**src/verilog/ps_exec_regs.svh**
```systemverilog
// constants for the paired-single execution block
`ifndef PS_EXEC_REGS_SVH
`define PS_EXEC_REGS_SVH

// ****************
// instruction fields
// ****************
`define OPC_PRIMARY 6'h04
`define XO_ABS 10'h108
`define XO_ADD 5'h15
`define XO_CMP_ORD_FIRST 10'h020
`define XO_CMP_ORD_SECOND 10'h060
`define XO_CMP_UNORD_FIRST 10'h000
`define CR_RECORD_FIELD 3'h1

// ****************
// status and control fields
// ****************
`define ST_RESET 32'h00000000
`define ST_EXC_SUM 5'h1F
`define ST_EN_SUM 5'h1E
`define ST_INV_SUM 5'h1D
`define ST_OVF 5'h1C
`define ST_UNF 5'h1B
`define ST_ZDIV 5'h1A
`define ST_INEXACT 5'h19
`define ST_INV_SNAN 5'h18
`define ST_INV_INFSUB 5'h17
`define ST_INV_CMP 5'h13
`define ST_FRAC_RND 5'h12
`define ST_FRAC_INX 5'h11
`define ST_RESFLAG 16:12
`define ST_CCODE 15:12
`define ST_TRAP_INV 5'h07
`define ST_TRAP_OVF 5'h06
`define ST_TRAP_UNF 5'h05
`define ST_TRAP_ZDIV 5'h04
`define ST_TRAP_INX 5'h03
`define ST_RMODE 1:0
`define ST_EXC_MASK 32'h1FF80700
`define ST_INV_MASK 32'h01F80700

// ****************
// single format
// ****************
`define SLOT_W 32
`define ABS_MASK 64'h7FFFFFFF7FFFFFFF
`define SIGN_BIT 32'h80000000
`define QUIET_BIT 32'h00400000
`define QNAN_DEFAULT 32'h7FC00000
`define INF_MAG 31'h7F800000
`define MAX_MAG 31'h7F7FFFFF
`define EXP_MAX 8'hFF
`define EXP_OVF 10'h0FF
`define EXP_ONE 10'h001
`define MANT_W 27
`define ALIGN_LIMIT 10'h01B

// ****************
// rounding modes, compare codes, result classes
// ****************
`define RM_NEAR 2'h0
`define RM_PINF 2'h2
`define RM_NINF 2'h3
`define CC_LT 4'h8
`define CC_GT 4'h4
`define CC_EQ 4'h2
`define CC_UN 4'h1
`define CLS_QNAN 5'h11
`define CLS_NINF 5'h09
`define CLS_NNORM 5'h08
`define CLS_NDEN 5'h18
`define CLS_NZERO 5'h12
`define CLS_PZERO 5'h02
`define CLS_PDEN 5'h14
`define CLS_PNORM 5'h04
`define CLS_PINF 5'h05

`endif

```
**src/verilog/ps_exec_pkg.sv**
```systemverilog
// types shared by the paired-single execution block
package ps_exec_pkg;

  typedef struct packed
  {
    logic [31:0] value;
    logic fracRounded;
    logic fracInexact;
    logic overflow;
    logic underflow;
  } round_result_type;

endpackage

```
**src/verilog/add_lane_if.sv**
```systemverilog
// one add lane: operands in, aligned unrounded sum out
`timescale 1ns/1ps
interface add_lane_if;
  logic [31:0] opA;
  logic [31:0] opB;
  logic [1:0] roundMode;
  logic isSpecial;
  logic [31:0] specialVal;
  logic zero;
  logic sign;
  logic [9:0] exponent;
  logic [26:0] mant;
  logic snanHit;
  logic infSubHit;

  modport lane (input opA, opB, roundMode,
    output isSpecial, specialVal, zero, sign, exponent, mant, snanHit, infSubHit);
  modport user (output opA, opB, roundMode,
    input isSpecial, specialVal, zero, sign, exponent, mant, snanHit, infSubHit);
endinterface

```
**src/verilog/fp_lane_adder.sv**
```systemverilog
// single-precision align, add and normalize for one slot
`timescale 1ns/1ps
`include "ps_exec_regs.svh"
module fp_lane_adder
  import ps_exec_pkg::*;
(
  add_lane_if.lane lane // one slot's operands and sum
);
  logic [7:0] expA, expB;
  logic nanA, nanB, infA, infB, swap, sameSign, signBig;
  logic [9:0] effA, effB, expBig, expSmall, shiftAmt, normExp;
  logic [26:0] extA, extB, bigMant, smallMant, alignedSmall, normMant;
  logic [27:0] rawSum;

  assign expA = lane.opA[30:23];
  assign expB = lane.opB[30:23];
  assign nanA = expA == `EXP_MAX && lane.opA[22:0] != 23'h0;
  assign nanB = expB == `EXP_MAX && lane.opB[22:0] != 23'h0;
  assign infA = expA == `EXP_MAX && lane.opA[22:0] == 23'h0;
  assign infB = expB == `EXP_MAX && lane.opB[22:0] == 23'h0;
  // denormals take exponent one with no hidden bit
  assign effA = expA == 8'h00 ? `EXP_ONE : {2'h0, expA};
  assign effB = expB == 8'h00 ? `EXP_ONE : {2'h0, expB};
  // 24-bit significand and three guard bits; the carry bit is added in the sum
  assign extA = {expA != 8'h00, lane.opA[22:0], 3'h0};
  assign extB = {expB != 8'h00, lane.opB[22:0], 3'h0};
  assign swap = {effB, extB} > {effA, extA};
  assign expBig = swap ? effB : effA;
  assign expSmall = swap ? effA : effB;
  assign bigMant = swap ? extB : extA;
  assign smallMant = swap ? extA : extB;
  assign signBig = swap ? lane.opB[31] : lane.opA[31];
  assign sameSign = lane.opA[31] == lane.opB[31];
  assign shiftAmt = expBig - expSmall;

  // bits shifted out fold into the sticky bit
  always_comb
  begin
    if (shiftAmt >= `ALIGN_LIMIT)
      alignedSmall = {26'h0, |smallMant};
    else
      alignedSmall = (smallMant >> shiftAmt)
        | {26'h0, |(smallMant & ~({`MANT_W{1'b1}} << shiftAmt))};
  end

  assign rawSum = sameSign ? {1'b0, bigMant} + {1'b0, alignedSmall}
    : {1'b0, bigMant} - {1'b0, alignedSmall};

  always_comb
  begin
    normMant = rawSum[26:0];
    normExp = expBig;
    if (rawSum[27])
    begin
      normMant = {rawSum[27:2], rawSum[1] | rawSum[0]};
      normExp = expBig + `EXP_ONE;
    end
    else
    begin
      // stop at exponent one so tiny results stay denormal
      for (int i = 0; i < `MANT_W; i++)
      begin
        if (!normMant[26] && normExp > `EXP_ONE)
        begin
          normMant = normMant << 1;
          normExp = normExp - `EXP_ONE;
        end
      end
    end
  end

  assign lane.snanHit = (nanA & ~lane.opA[22]) | (nanB & ~lane.opB[22]);
  assign lane.infSubHit = infA & infB & ~sameSign;
  assign lane.isSpecial = nanA | nanB | infA | infB;
  assign lane.specialVal = nanA ? (lane.opA | `QUIET_BIT) : nanB ? (lane.opB | `QUIET_BIT)
    : lane.infSubHit ? `QNAN_DEFAULT : infA ? lane.opA : lane.opB;
  assign lane.zero = rawSum == 28'h0;
  assign lane.sign = lane.zero ? (sameSign ? lane.opA[31] : lane.roundMode == `RM_NINF) : signBig;
  assign lane.exponent = normExp;
  assign lane.mant = normMant;
endmodule

```
**src/verilog/ps_exec_unit.sv**
```systemverilog
// paired-single absolute value, add and compare execution unit
//
// What this block does
// - feature disabled raises illegal instruction instead
// - absolute value decodes as opcode 4, 264
// - absolute value clears each slot's sign bit
// - absolute value ignores NaN, leaves status untouched
// - paired add decodes as opcode 4, 21
// - each slot adds its own pair independently
// - align smaller exponent, then add or subtract
// - keep 24-bit significand plus three guard bits
// - carry out shifts right, bumps exponent
// - normalize when leading bit is zero
// - round each sum by the rounding mode
// - result class from slot 0 unless trapped invalid
// - add updates rounding, range and invalid flags
// - record bit copies summaries into field 1
// - compares decode as opcode 4, 32/96/0
// - compare uses chosen slot, flags from it
// - codes: less, greater, equal, unordered
// - code goes to chosen field and condition code
// - signaling NaN compare sets invalid NaN flag
// - ordered signaling compare, untrapped, sets compare flag
// - ordered quiet NaN sets compare flag, unordered never
`timescale 1ns/1ps
`include "ps_exec_regs.svh"
module ps_exec_unit
  import ps_exec_pkg::*;
(
  input wire logic clk, // core clock
  input wire logic rst, // synchronous reset, active high
  input wire logic issueValid, // instruction offered this cycle
  input wire logic [31:0] instrWord, // instruction word
  input wire logic [63:0] srcA, // source_reg_a, first slot high
  input wire logic [63:0] srcB, // source_reg_b, first slot high
  input wire logic pairedSingleEnable, // enable bit of impl_config_reg_two
  input wire logic statusWrite, // load status register
  input wire logic [31:0] statusWriteData, // value to load
  output logic doneValid, // an instruction completed
  output logic illegalInstr, // illegal instruction exception
  output logic destWrite, // write dest_reg
  output logic [4:0] destIndex, // dest_reg number
  output logic [63:0] destData, // dest_reg value
  output logic crWrite, // write a condition register field
  output logic [2:0] crIndex, // field number
  output logic [3:0] crData, // field value
  output logic [31:0] fpStatus // fp_status_control contents
);

  // ****************
  // helpers
  // ****************
  function automatic logic isNan(input logic [31:0] v);
    isNan = v[30:23] == `EXP_MAX && v[22:0] != 23'h0;
  endfunction

  function automatic logic isSnan(input logic [31:0] v);
    isSnan = isNan(v) && !v[22];
  endfunction

  // sign-magnitude turned into an unsigned key that orders like the value
  function automatic logic [3:0] cmpCode(input logic [31:0] a, input logic [31:0] b);
    logic [31:0] keyA;
    logic [31:0] keyB;

    keyA = a[31] ? ~a : (a | `SIGN_BIT);
    keyB = b[31] ? ~b : (b | `SIGN_BIT);
    if (isNan(a) || isNan(b))
      cmpCode = `CC_UN;
    else if ((a[30:0] | b[30:0]) == 31'h0)
      cmpCode = `CC_EQ;
    else if (keyA < keyB)
      cmpCode = `CC_LT;
    else if (keyA > keyB)
      cmpCode = `CC_GT;
    else
      cmpCode = `CC_EQ;
  endfunction

  function automatic logic [4:0] resultClass(input logic [31:0] v);
    logic expAll;
    logic expNone;
    logic fracNone;

    expAll = v[30:23] == `EXP_MAX;
    expNone = v[30:23] == 8'h00;
    fracNone = v[22:0] == 23'h0;
    if (expAll && !fracNone)
      resultClass = `CLS_QNAN;
    else if (expAll)
      resultClass = v[31] ? `CLS_NINF : `CLS_PINF;
    else if (expNone && fracNone)
      resultClass = v[31] ? `CLS_NZERO : `CLS_PZERO;
    else if (expNone)
      resultClass = v[31] ? `CLS_NDEN : `CLS_PDEN;
    else
      resultClass = v[31] ? `CLS_NNORM : `CLS_PNORM;
  endfunction

  // mant holds the hidden bit at 26 and guard, round, sticky at 2..0
  function automatic round_result_type roundSingle(input logic sign, input logic [9:0] expIn,
    input logic [26:0] mant, input logic [1:0] mode);
    round_result_type res;
    logic inexact;
    logic up;
    logic toInf;
    logic [24:0] sig;
    logic [9:0] expR;

    res = '0;
    inexact = |mant[2:0];
    case (mode)
      `RM_NEAR: up = mant[2] & (mant[1] | mant[0] | mant[3]);
      `RM_PINF: up = ~sign & inexact;
      `RM_NINF: up = sign & inexact;
      default: up = 1'b0;
    endcase
    sig = {1'b0, mant[26:3]} + {24'h000000, up};
    expR = expIn;
    if (sig[24])
    begin
      sig = sig >> 1;
      expR = expIn + `EXP_ONE;
    end

    res.fracRounded = up;
    res.fracInexact = inexact;
    // tininess judged before rounding
    res.underflow = ~mant[26] & inexact;
    toInf = mode == `RM_NEAR || (mode == `RM_PINF && !sign) || (mode == `RM_NINF && sign);
    if (expR >= `EXP_OVF)
    begin
      res.overflow = 1'b1;
      res.fracInexact = 1'b1;
      res.value = {sign, toInf ? `INF_MAG : `MAX_MAG};
    end
    else
      res.value = {sign, sig[23] ? expR[7:0] : 8'h00, sig[22:0]};
    return res;
  endfunction

  // ****************
  // decode
  // ****************
  wire logic primaryHit = instrWord[31:26] == `OPC_PRIMARY;
  wire logic recordBit = instrWord[0];
  wire logic [9:0] extLong = instrWord[10:1];
  wire logic [4:0] extShort = instrWord[5:1];
  wire logic [2:0] crDestField = instrWord[25:23];
  wire logic isAbs = primaryHit && extLong == `XO_ABS && instrWord[20:16] == 5'h00;
  wire logic isAdd = primaryHit && extShort == `XO_ADD && instrWord[10:6] == 5'h00;
  wire logic cmpForm = primaryHit && instrWord[22:21] == 2'h0 && !recordBit;
  wire logic isCmpOrdFirst = cmpForm && extLong == `XO_CMP_ORD_FIRST;
  wire logic isCmpOrdSecond = cmpForm && extLong == `XO_CMP_ORD_SECOND;
  wire logic isCmpUnordFirst = cmpForm && extLong == `XO_CMP_UNORD_FIRST;
  wire logic isCmp = isCmpOrdFirst || isCmpOrdSecond || isCmpUnordFirst;
  wire logic knownOp = isAbs || isAdd || isCmp;

  // ****************
  // dispatch
  // ****************
  // words outside this subset are left for other units
  wire logic takeOp = issueValid && knownOp;
  wire logic raiseIllegal = takeOp && !pairedSingleEnable;
  wire logic execOp = takeOp && pairedSingleEnable;
  wire logic execAbs = execOp && isAbs;
  wire logic execAdd = execOp && isAdd;
  wire logic execCmp = execOp && isCmp;

  logic [31:0] status_reg;
  logic [31:0] status_next;
  wire logic [1:0] roundMode = status_reg[`ST_RMODE];
  wire logic trapInv = status_reg[`ST_TRAP_INV];

  // ****************
  // add lanes
  // ****************
  logic [31:0] sumSlot [2];
  logic [1:0] laneRnd, laneInx, laneOvf, laneUnf, laneSnan, laneInfSub;

  for (genvar s = 0; s < 2; s++)
  begin : g_lane
    add_lane_if laneIf();
    round_result_type rounded;
    wire logic plain = !laneIf.isSpecial && !laneIf.zero;

    // slot 0 sits in the upper word of each register
    assign laneIf.opA = srcA[`SLOT_W * (1 - s) +: `SLOT_W];
    assign laneIf.opB = srcB[`SLOT_W * (1 - s) +: `SLOT_W];
    assign laneIf.roundMode = roundMode;
    fp_lane_adder u_fp_lane_adder (
      .lane(laneIf.lane)
    );
    assign rounded = roundSingle(laneIf.sign, laneIf.exponent, laneIf.mant, roundMode);
    assign sumSlot[s] = laneIf.isSpecial ? laneIf.specialVal
      : laneIf.zero ? {laneIf.sign, 31'h0} : rounded.value;

    assign laneRnd[s] = plain && rounded.fracRounded;
    assign laneInx[s] = plain && rounded.fracInexact;
    assign laneOvf[s] = plain && rounded.overflow;
    assign laneUnf[s] = plain && rounded.underflow;
    assign laneSnan[s] = laneIf.snanHit;
    assign laneInfSub[s] = laneIf.infSubHit;
  end

  wire logic addInvalid = |laneSnan || |laneInfSub;

  // ****************
  // compare
  // ****************
  wire logic [31:0] cmpA = isCmpOrdSecond ? srcA[31:0] : srcA[63:32];
  wire logic [31:0] cmpB = isCmpOrdSecond ? srcB[31:0] : srcB[63:32];
  wire logic [3:0] cmpResult = cmpCode(cmpA, cmpB);
  wire logic cmpSnan = isSnan(cmpA) || isSnan(cmpB);
  wire logic cmpQnan = isNan(cmpA) || isNan(cmpB);
  wire logic cmpOrdered = isCmpOrdFirst || isCmpOrdSecond;
  // unordered compares never reach the compare flag
  wire logic cmpSetsInvCmp = cmpOrdered && (cmpSnan ? !trapInv : cmpQnan);

  // ****************
  // status update
  // ****************
  // a software load and an instruction in one cycle: the flags the
  // instruction raises are laid on top of the loaded value
  wire logic [31:0] statusBase = statusWrite ? statusWriteData : status_reg;
  logic [31:0] newExc;

  always_comb
  begin
    status_next = statusBase;
    if (execAdd)
    begin
      status_next[`ST_FRAC_RND] = |laneRnd;
      status_next[`ST_FRAC_INX] = |laneInx;
      if (|laneOvf)
        status_next[`ST_OVF] = 1'b1;
      if (|laneUnf)
        status_next[`ST_UNF] = 1'b1;
      if (|laneInx)
        status_next[`ST_INEXACT] = 1'b1;
      if (|laneSnan)
        status_next[`ST_INV_SNAN] = 1'b1;
      if (|laneInfSub)
        status_next[`ST_INV_INFSUB] = 1'b1;
      if (!(addInvalid && trapInv))
        status_next[`ST_RESFLAG] = resultClass(sumSlot[0]);
    end

    if (execCmp)
    begin
      status_next[`ST_CCODE] = cmpResult;
      if (cmpSnan)
        status_next[`ST_INV_SNAN] = 1'b1;
      if (cmpSetsInvCmp)
        status_next[`ST_INV_CMP] = 1'b1;
    end

    newExc = status_next & ~statusBase & `ST_EXC_MASK;
    if (|newExc)
      status_next[`ST_EXC_SUM] = 1'b1;
    status_next[`ST_INV_SUM] = |(status_next & `ST_INV_MASK);
    status_next[`ST_EN_SUM] = (status_next[`ST_INV_SUM] & status_next[`ST_TRAP_INV])
      | (status_next[`ST_OVF] & status_next[`ST_TRAP_OVF])
      | (status_next[`ST_UNF] & status_next[`ST_TRAP_UNF])
      | (status_next[`ST_ZDIV] & status_next[`ST_TRAP_ZDIV])
      | (status_next[`ST_INEXACT] & status_next[`ST_TRAP_INX]);
  end

  // ****************
  // results
  // ****************
  // absolute value never touches status, so its record copy sees
  // the status unchanged
  wire logic [63:0] absData = srcB & `ABS_MASK;
  wire logic [63:0] addData = {sumSlot[0], sumSlot[1]};
  wire logic recordUpdate = (execAbs || execAdd) && recordBit;
  wire logic [3:0] recordData = {status_next[`ST_EXC_SUM], status_next[`ST_EN_SUM],
    status_next[`ST_INV_SUM], status_next[`ST_OVF]};

  logic doneValid_reg;
  logic illegal_reg;
  logic destWrite_reg;
  logic crWrite_reg;
  logic [4:0] destIndex_reg;
  logic [63:0] destData_reg;
  logic [2:0] crIndex_reg;
  logic [3:0] crData_reg;

  wire logic [63:0] destData_next = execAbs ? absData : addData;
  wire logic [2:0] crIndex_next = execCmp ? crDestField : `CR_RECORD_FIELD;
  wire logic [3:0] crData_next = execCmp ? cmpResult : recordData;

  // ****************
  // registers
  // ****************
  // results hold until rewritten
  always_ff @(posedge clk)
  begin
    if (rst)
    begin
      status_reg <= `ST_RESET;
      doneValid_reg <= 1'b0;
      illegal_reg <= 1'b0;
      destWrite_reg <= 1'b0;
      crWrite_reg <= 1'b0;
      destIndex_reg <= 5'h00;
      destData_reg <= 64'h0000000000000000;
      crIndex_reg <= 3'h0;
      crData_reg <= 4'h0;
    end
    else
    begin
      status_reg <= status_next;
      doneValid_reg <= execOp;
      illegal_reg <= raiseIllegal;
      destWrite_reg <= execAbs || execAdd;
      crWrite_reg <= execCmp || recordUpdate;
      if (execAbs || execAdd)
      begin
        destIndex_reg <= instrWord[25:21];
        destData_reg <= destData_next;
      end
      if (execCmp || recordUpdate)
      begin
        crIndex_reg <= crIndex_next;
        crData_reg <= crData_next;
      end
    end
  end

  // ****************
  // outputs
  // ****************
  assign doneValid = doneValid_reg;
  assign illegalInstr = illegal_reg;
  assign destWrite = destWrite_reg;
  assign destIndex = destIndex_reg;
  assign destData = destData_reg;
  assign crWrite = crWrite_reg;
  assign crIndex = crIndex_reg;
  assign crData = crData_reg;
  assign fpStatus = status_reg;

endmodule

```
**config.mk**
```make
export PLATFORM = sky130hd
export DESIGN_NAME = ps_exec_unit
export DESIGN_NICKNAME = d
export VERILOG_FILES = /design/src/verilog/ps_exec_pkg.sv /design/src/verilog/add_lane_if.sv /design/src/verilog/fp_lane_adder.sv /design/src/verilog/ps_exec_unit.sv
export VERILOG_INCLUDE_DIRS = /design/src /design/src/verilog
export SDC_FILE = /design/constraint.sdc
export NUM_CORES = 2
export LEC_CHECK = 0
export CORE_AREA = 2 2 449 451
export CTS_CLUSTER_DIAMETER = 100
export CTS_CLUSTER_SIZE = 16
export DETAILED_ROUTE_END_ITERATION = 10
export DIE_AREA = 0 0 451 453
export DONT_BUFFER_PORTS = 1
export GPL_ROUTABILITY_DRIVEN = 0
export MAX_ROUTING_LAYER = met4
export PLACE_DENSITY_LB_ADDON = 0.08
export SYNTH_ARGS = -nofsm -noshare
export SYNTH_HDL_FRONTEND = slang
export SYNTH_SLANG_ARGS = --single-unit
```
**constraint.sdc**
```tcl
create_clock -name clk -period 71 [get_ports clk]
set_clock_uncertainty 0.15 [all_clocks]
set_input_delay 10.65 -clock clk [delete_from_list [all_inputs] [get_ports clk]]
set_output_delay 10.65 -clock clk [all_outputs]
set_load 0.02 [all_outputs]
```
==> metrics.txt <==
headroom to the max-slew limit=15.22%; CTS Buf Count=9; Via-to-Cell Ratio=6.118; classification of the worst setup path=in2reg; worst hold path type=reg2reg; element type at the critical path start=primary input; Layout fillers=approximately 22000; Critical Path Sink Type=flop; setup TNS=0 ps; proportion of synthesized chip area in sequential cells=under 10%; die boundary height=roughly 450 um; Routed WL per cell=~22 um; cell with the largest stage delay on the worst path=sky130_fd_sc_hd__or4_4; TritonCTS clock tree=built; Final Max Tran Viols=0; commonest cells after routing, fill and taps aside=1209 x sky130_fd_sc_hd__nor2_1, 1145 x sky130_fd_sc_hd__nand2_1, 871 x sky130_fd_sc_hd__mux2i_1; effective utilization at floorplan=32.85%; clk root buf=sky130_fd_sc_hd__clkbuf_16; maximum level of the CTS H-tree=3; post-detailed-route DRC marker count=0; Detailed Route Iter0 Violations=between 6000 and 7000; area growth from synthesis to layout=6.143%; number of enable-type register cells in the synthesized netlist=0; number of port buffers=0; maximum number of pins on one net before global-route repair=114; share of layout cells above drive strength 1=9.789%; core box area=199200 um2; synthesis warning total=0; DIE WIDTH=~450 um; Finished Layout Cells=12390; drt first pass iters=9; post-synthesis instance total=roughly 10000; insertion delay to the later sink of the worst-skew pair=400 ps; mean instance size in the synthesized netlist=6.573 um2; number of nets in the finished design=10190; cell type with the highest occurrence count on the critical path=sky130_fd_sc_hd__ha_1; #FFs+latches synth=112; most frequent standard cell in the layout excluding fill and tap cells=sky130_fd_sc_hd__nor2_1; post-detailed-placement cell area=68730 um2; Worst-path clk slew=roughly 80 ps; clock net sink count=112; Final ANT Viol Nets=0; Hold Slack=410.5 ps; die footprint=204300 um2; number of global-route vias before repair=around 71000; synthesized cell area=~65000 um2; Main synth FF type=sky130_fd_sc_hd__dfxtp_1; arrival time of the worst setup path=approximately 67000 ps; outcome=completed; Final Setup Violations=0; post-synthesis async set-or-reset flop share=0%; Max Buffers Root-to-Sink=2; number of flip-flops in the largest register=64; final worst path period need=66840 ps; wire length of the first global-routing pass=416.3 mm; ports placed on the boundary=between 300 and 400; Unique masters post-synth=178; grt total ovfl=0; ratio of final minimum period to clock period=94.14%; DP Cell Count=12350; max incr delay on CP=~650 ps; via count=75780; Fmax=0.01496 GHz; RSZ-0062 raised after global routing=false; number of violations of the max-capacitance limit=0; Max Fanout on Critical Path=38; wirelength, routed=270.7 mm; endpoint required time on the critical path=approximately 71000 ps; summed area of non-filler cells in the final layout=69470 um2; antenna violations before repair=5; Final Hold Vio Count=0; GRT Util Overall=25.53%; floorplan row count=164; Synth Net Count=10420; slew of the pin with the lowest slew margin=1252 ps; post-detail-place hpwl=218.8 mm
-- per-stage QoR --
| stage | setup WS, ps | utilization (%) |
|---|---|---|
| 6_report | 4160 | 34.86 |
| 5_1_grt | 41.05 | 34.86 |
| 4_1_cts | 764.9 | 34.64 |
| 3_5_place_dp | 604.6 | 34.49 |
| 3_3_place_gp | 882.5 | 34.49 |
| 2_1_floorplan | 1300 | - |
-- cell families (layout without fill, tap and decap cells) --
| logic type | count (synthesis) | in the layout | share of synthesized area, % |
|---|---|---|---|
| xor+xnor | 475 | 475 | 6.504 |
| other cells | 0 | 5 | 0 |
| mux | 1038 | 1038 | 16.28 |
| fa+ha+maj | 269 | 269 | 5.166 |
| flops | 112 | 112 | 3.426 |
| compound gates | 3241 | 3245 | 33.40 |
| buf+inv | 854 | 617 | 5.946 |
| simple gates | 3968 | 3969 | 29.28 |
-- routing by layer --
metal | track usage, % | vias to the layer above | routed length [um]
li1 | - | 36890 | -
met4 | 7.332 | 0 | 9126
met2 | 41.22 | 2372 | 123500
met1 | 33.64 | 36080 | 122900
met5 | - | - | 0
met3 | 2.484 | 436 | 15180
-- worst paths after layout --
check,start,to,slack [ps],depth (start not counted)
hold reg to reg,destIndex[1]$_SDFFE_PP0N_,destIndex[1]$_SDFFE_PP0N_,410,2
setup reg to reg,flop,crData[2]$_SDFFE_PP0P_,63860,21
hold / removal,destIndex[1]$_SDFFE_PP0N_,destIndex[1]$_SDFFE_PP0N_,410,2
setup / recovery,srcB[57],fpStatus[15]$_SDFF_PP0_,4160,242
-- worst max-delay path, delay by kind of cell --
| family | cells | cell delay [ps] |
|---|---|---|
| buf+inv | 36 | 6080 |
| compound gates | 78 | 18170 |
| xor+xnor | 12 | 2920 |
| fa+ha+maj | 30 | 7570 |
| mux | 8 | 2400 |
| simple gates | 78 | 18970 |
-- cell usage after synthesis (33+ instances only) --
library cell | count | area, um2
sky130_fd_sc_hd__a221oi_1 | 47 | 411.6
sky130_fd_sc_hd__buf_1 | 70 | 262.8
sky130_fd_sc_hd__and3_1 | 104 | 650.6
sky130_fd_sc_hd__clkbuf_1 | 342 | 1284
sky130_fd_sc_hd__nand4_1 | 135 | 844.6
sky130_fd_sc_hd__buf_6 | 43 | 484.2
sky130_fd_sc_hd__o21a_1 | 65 | 488.0
sky130_fd_sc_hd__o221ai_1 | 42 | 367.9
sky130_fd_sc_hd__nand2b_1 | 63 | 394.1
sky130_fd_sc_hd__o31a_1 | 36 | 315.3
sky130_fd_sc_hd__o22ai_1 | 91 | 569.3
sky130_fd_sc_hd__or3_1 | 91 | 569.3
sky130_fd_sc_hd__or4_1 | 39 | 292.8
sky130_fd_sc_hd__nand2_1 | 1146 | 4302
sky130_fd_sc_hd__o211a_1 | 33 | 330.3
sky130_fd_sc_hd__buf_4 | 65 | 488.0
sky130_fd_sc_hd__a22oi_1 | 46 | 345.3
sky130_fd_sc_hd__a21oi_1 | 843 | 4219
sky130_fd_sc_hd__xor2_1 | 147 | 1287
sky130_fd_sc_hd__o21bai_1 | 33 | 247.7
sky130_fd_sc_hd__o21ai_0 | 737 | 3689
sky130_fd_sc_hd__mux2i_1 | 873 | 8738
sky130_fd_sc_hd__o21ai_1 | 71 | 355.3
sky130_fd_sc_hd__o31ai_1 | 63 | 473.0
sky130_fd_sc_hd__a21o_1 | 103 | 773.2
sky130_fd_sc_hd__dfxtp_1 | 112 | 2242
sky130_fd_sc_hd__o2111ai_1 | 43 | 376.6
sky130_fd_sc_hd__xnor2_1 | 317 | 2776
sky130_fd_sc_hd__nor2b_1 | 46 | 287.8
sky130_fd_sc_hd__nor3_1 | 276 | 1381
sky130_fd_sc_hd__and2_1 | 132 | 825.8
sky130_fd_sc_hd__nor2_1 | 1216 | 4564
sky130_fd_sc_hd__a211oi_1 | 126 | 945.9
sky130_fd_sc_hd__mux2_2 | 153 | 1723
sky130_fd_sc_hd__inv_1 | 281 | 1055
sky130_fd_sc_hd__a31o_2 | 35 | 306.5
sky130_fd_sc_hd__buf_2 | 33 | 165.2
sky130_fd_sc_hd__nand3_1 | 257 | 1286
sky130_fd_sc_hd__ha_1 | 267 | 3341
sky130_fd_sc_hd__o211ai_1 | 115 | 863.3
sky130_fd_sc_hd__nor4_1 | 111 | 694.4
sky130_fd_sc_hd__or2_2 | 65 | 406.6
sky130_fd_sc_hd__a31oi_1 | 137 | 857.1
-- cell type report --
| cell class | count | area, um2 | area share [%] |
|---|---|---|---|
| antenna | 5 | 12.51 | 0.01801 |
| clock buffer | 9 | 225.2 | 0.3242 |
| clock inverter | 7 | 75.07 | 0.1081 |
| inverter | 283 | 1066 | 1.535 |
| multi-input combinational | 8996 | 60120 | 86.55 |
| sequential | 112 | 2242 | 3.228 |
| tap | 2656 | 3323 | 4.784 |
| timing repair buffer | 318 | 2399 | 3.453 |
-- repair_timing --
item | CTS | global route
buffers inserted | 0 | 10
resized for setup | 0 | 57
endpoints found under the setup margin | 0 | 77
hold buffers | 0 | 0
Power is left out: the tool's default activity adds up to more than one toggle a clock period on the data nets, which glitch-free logic cannot reach.
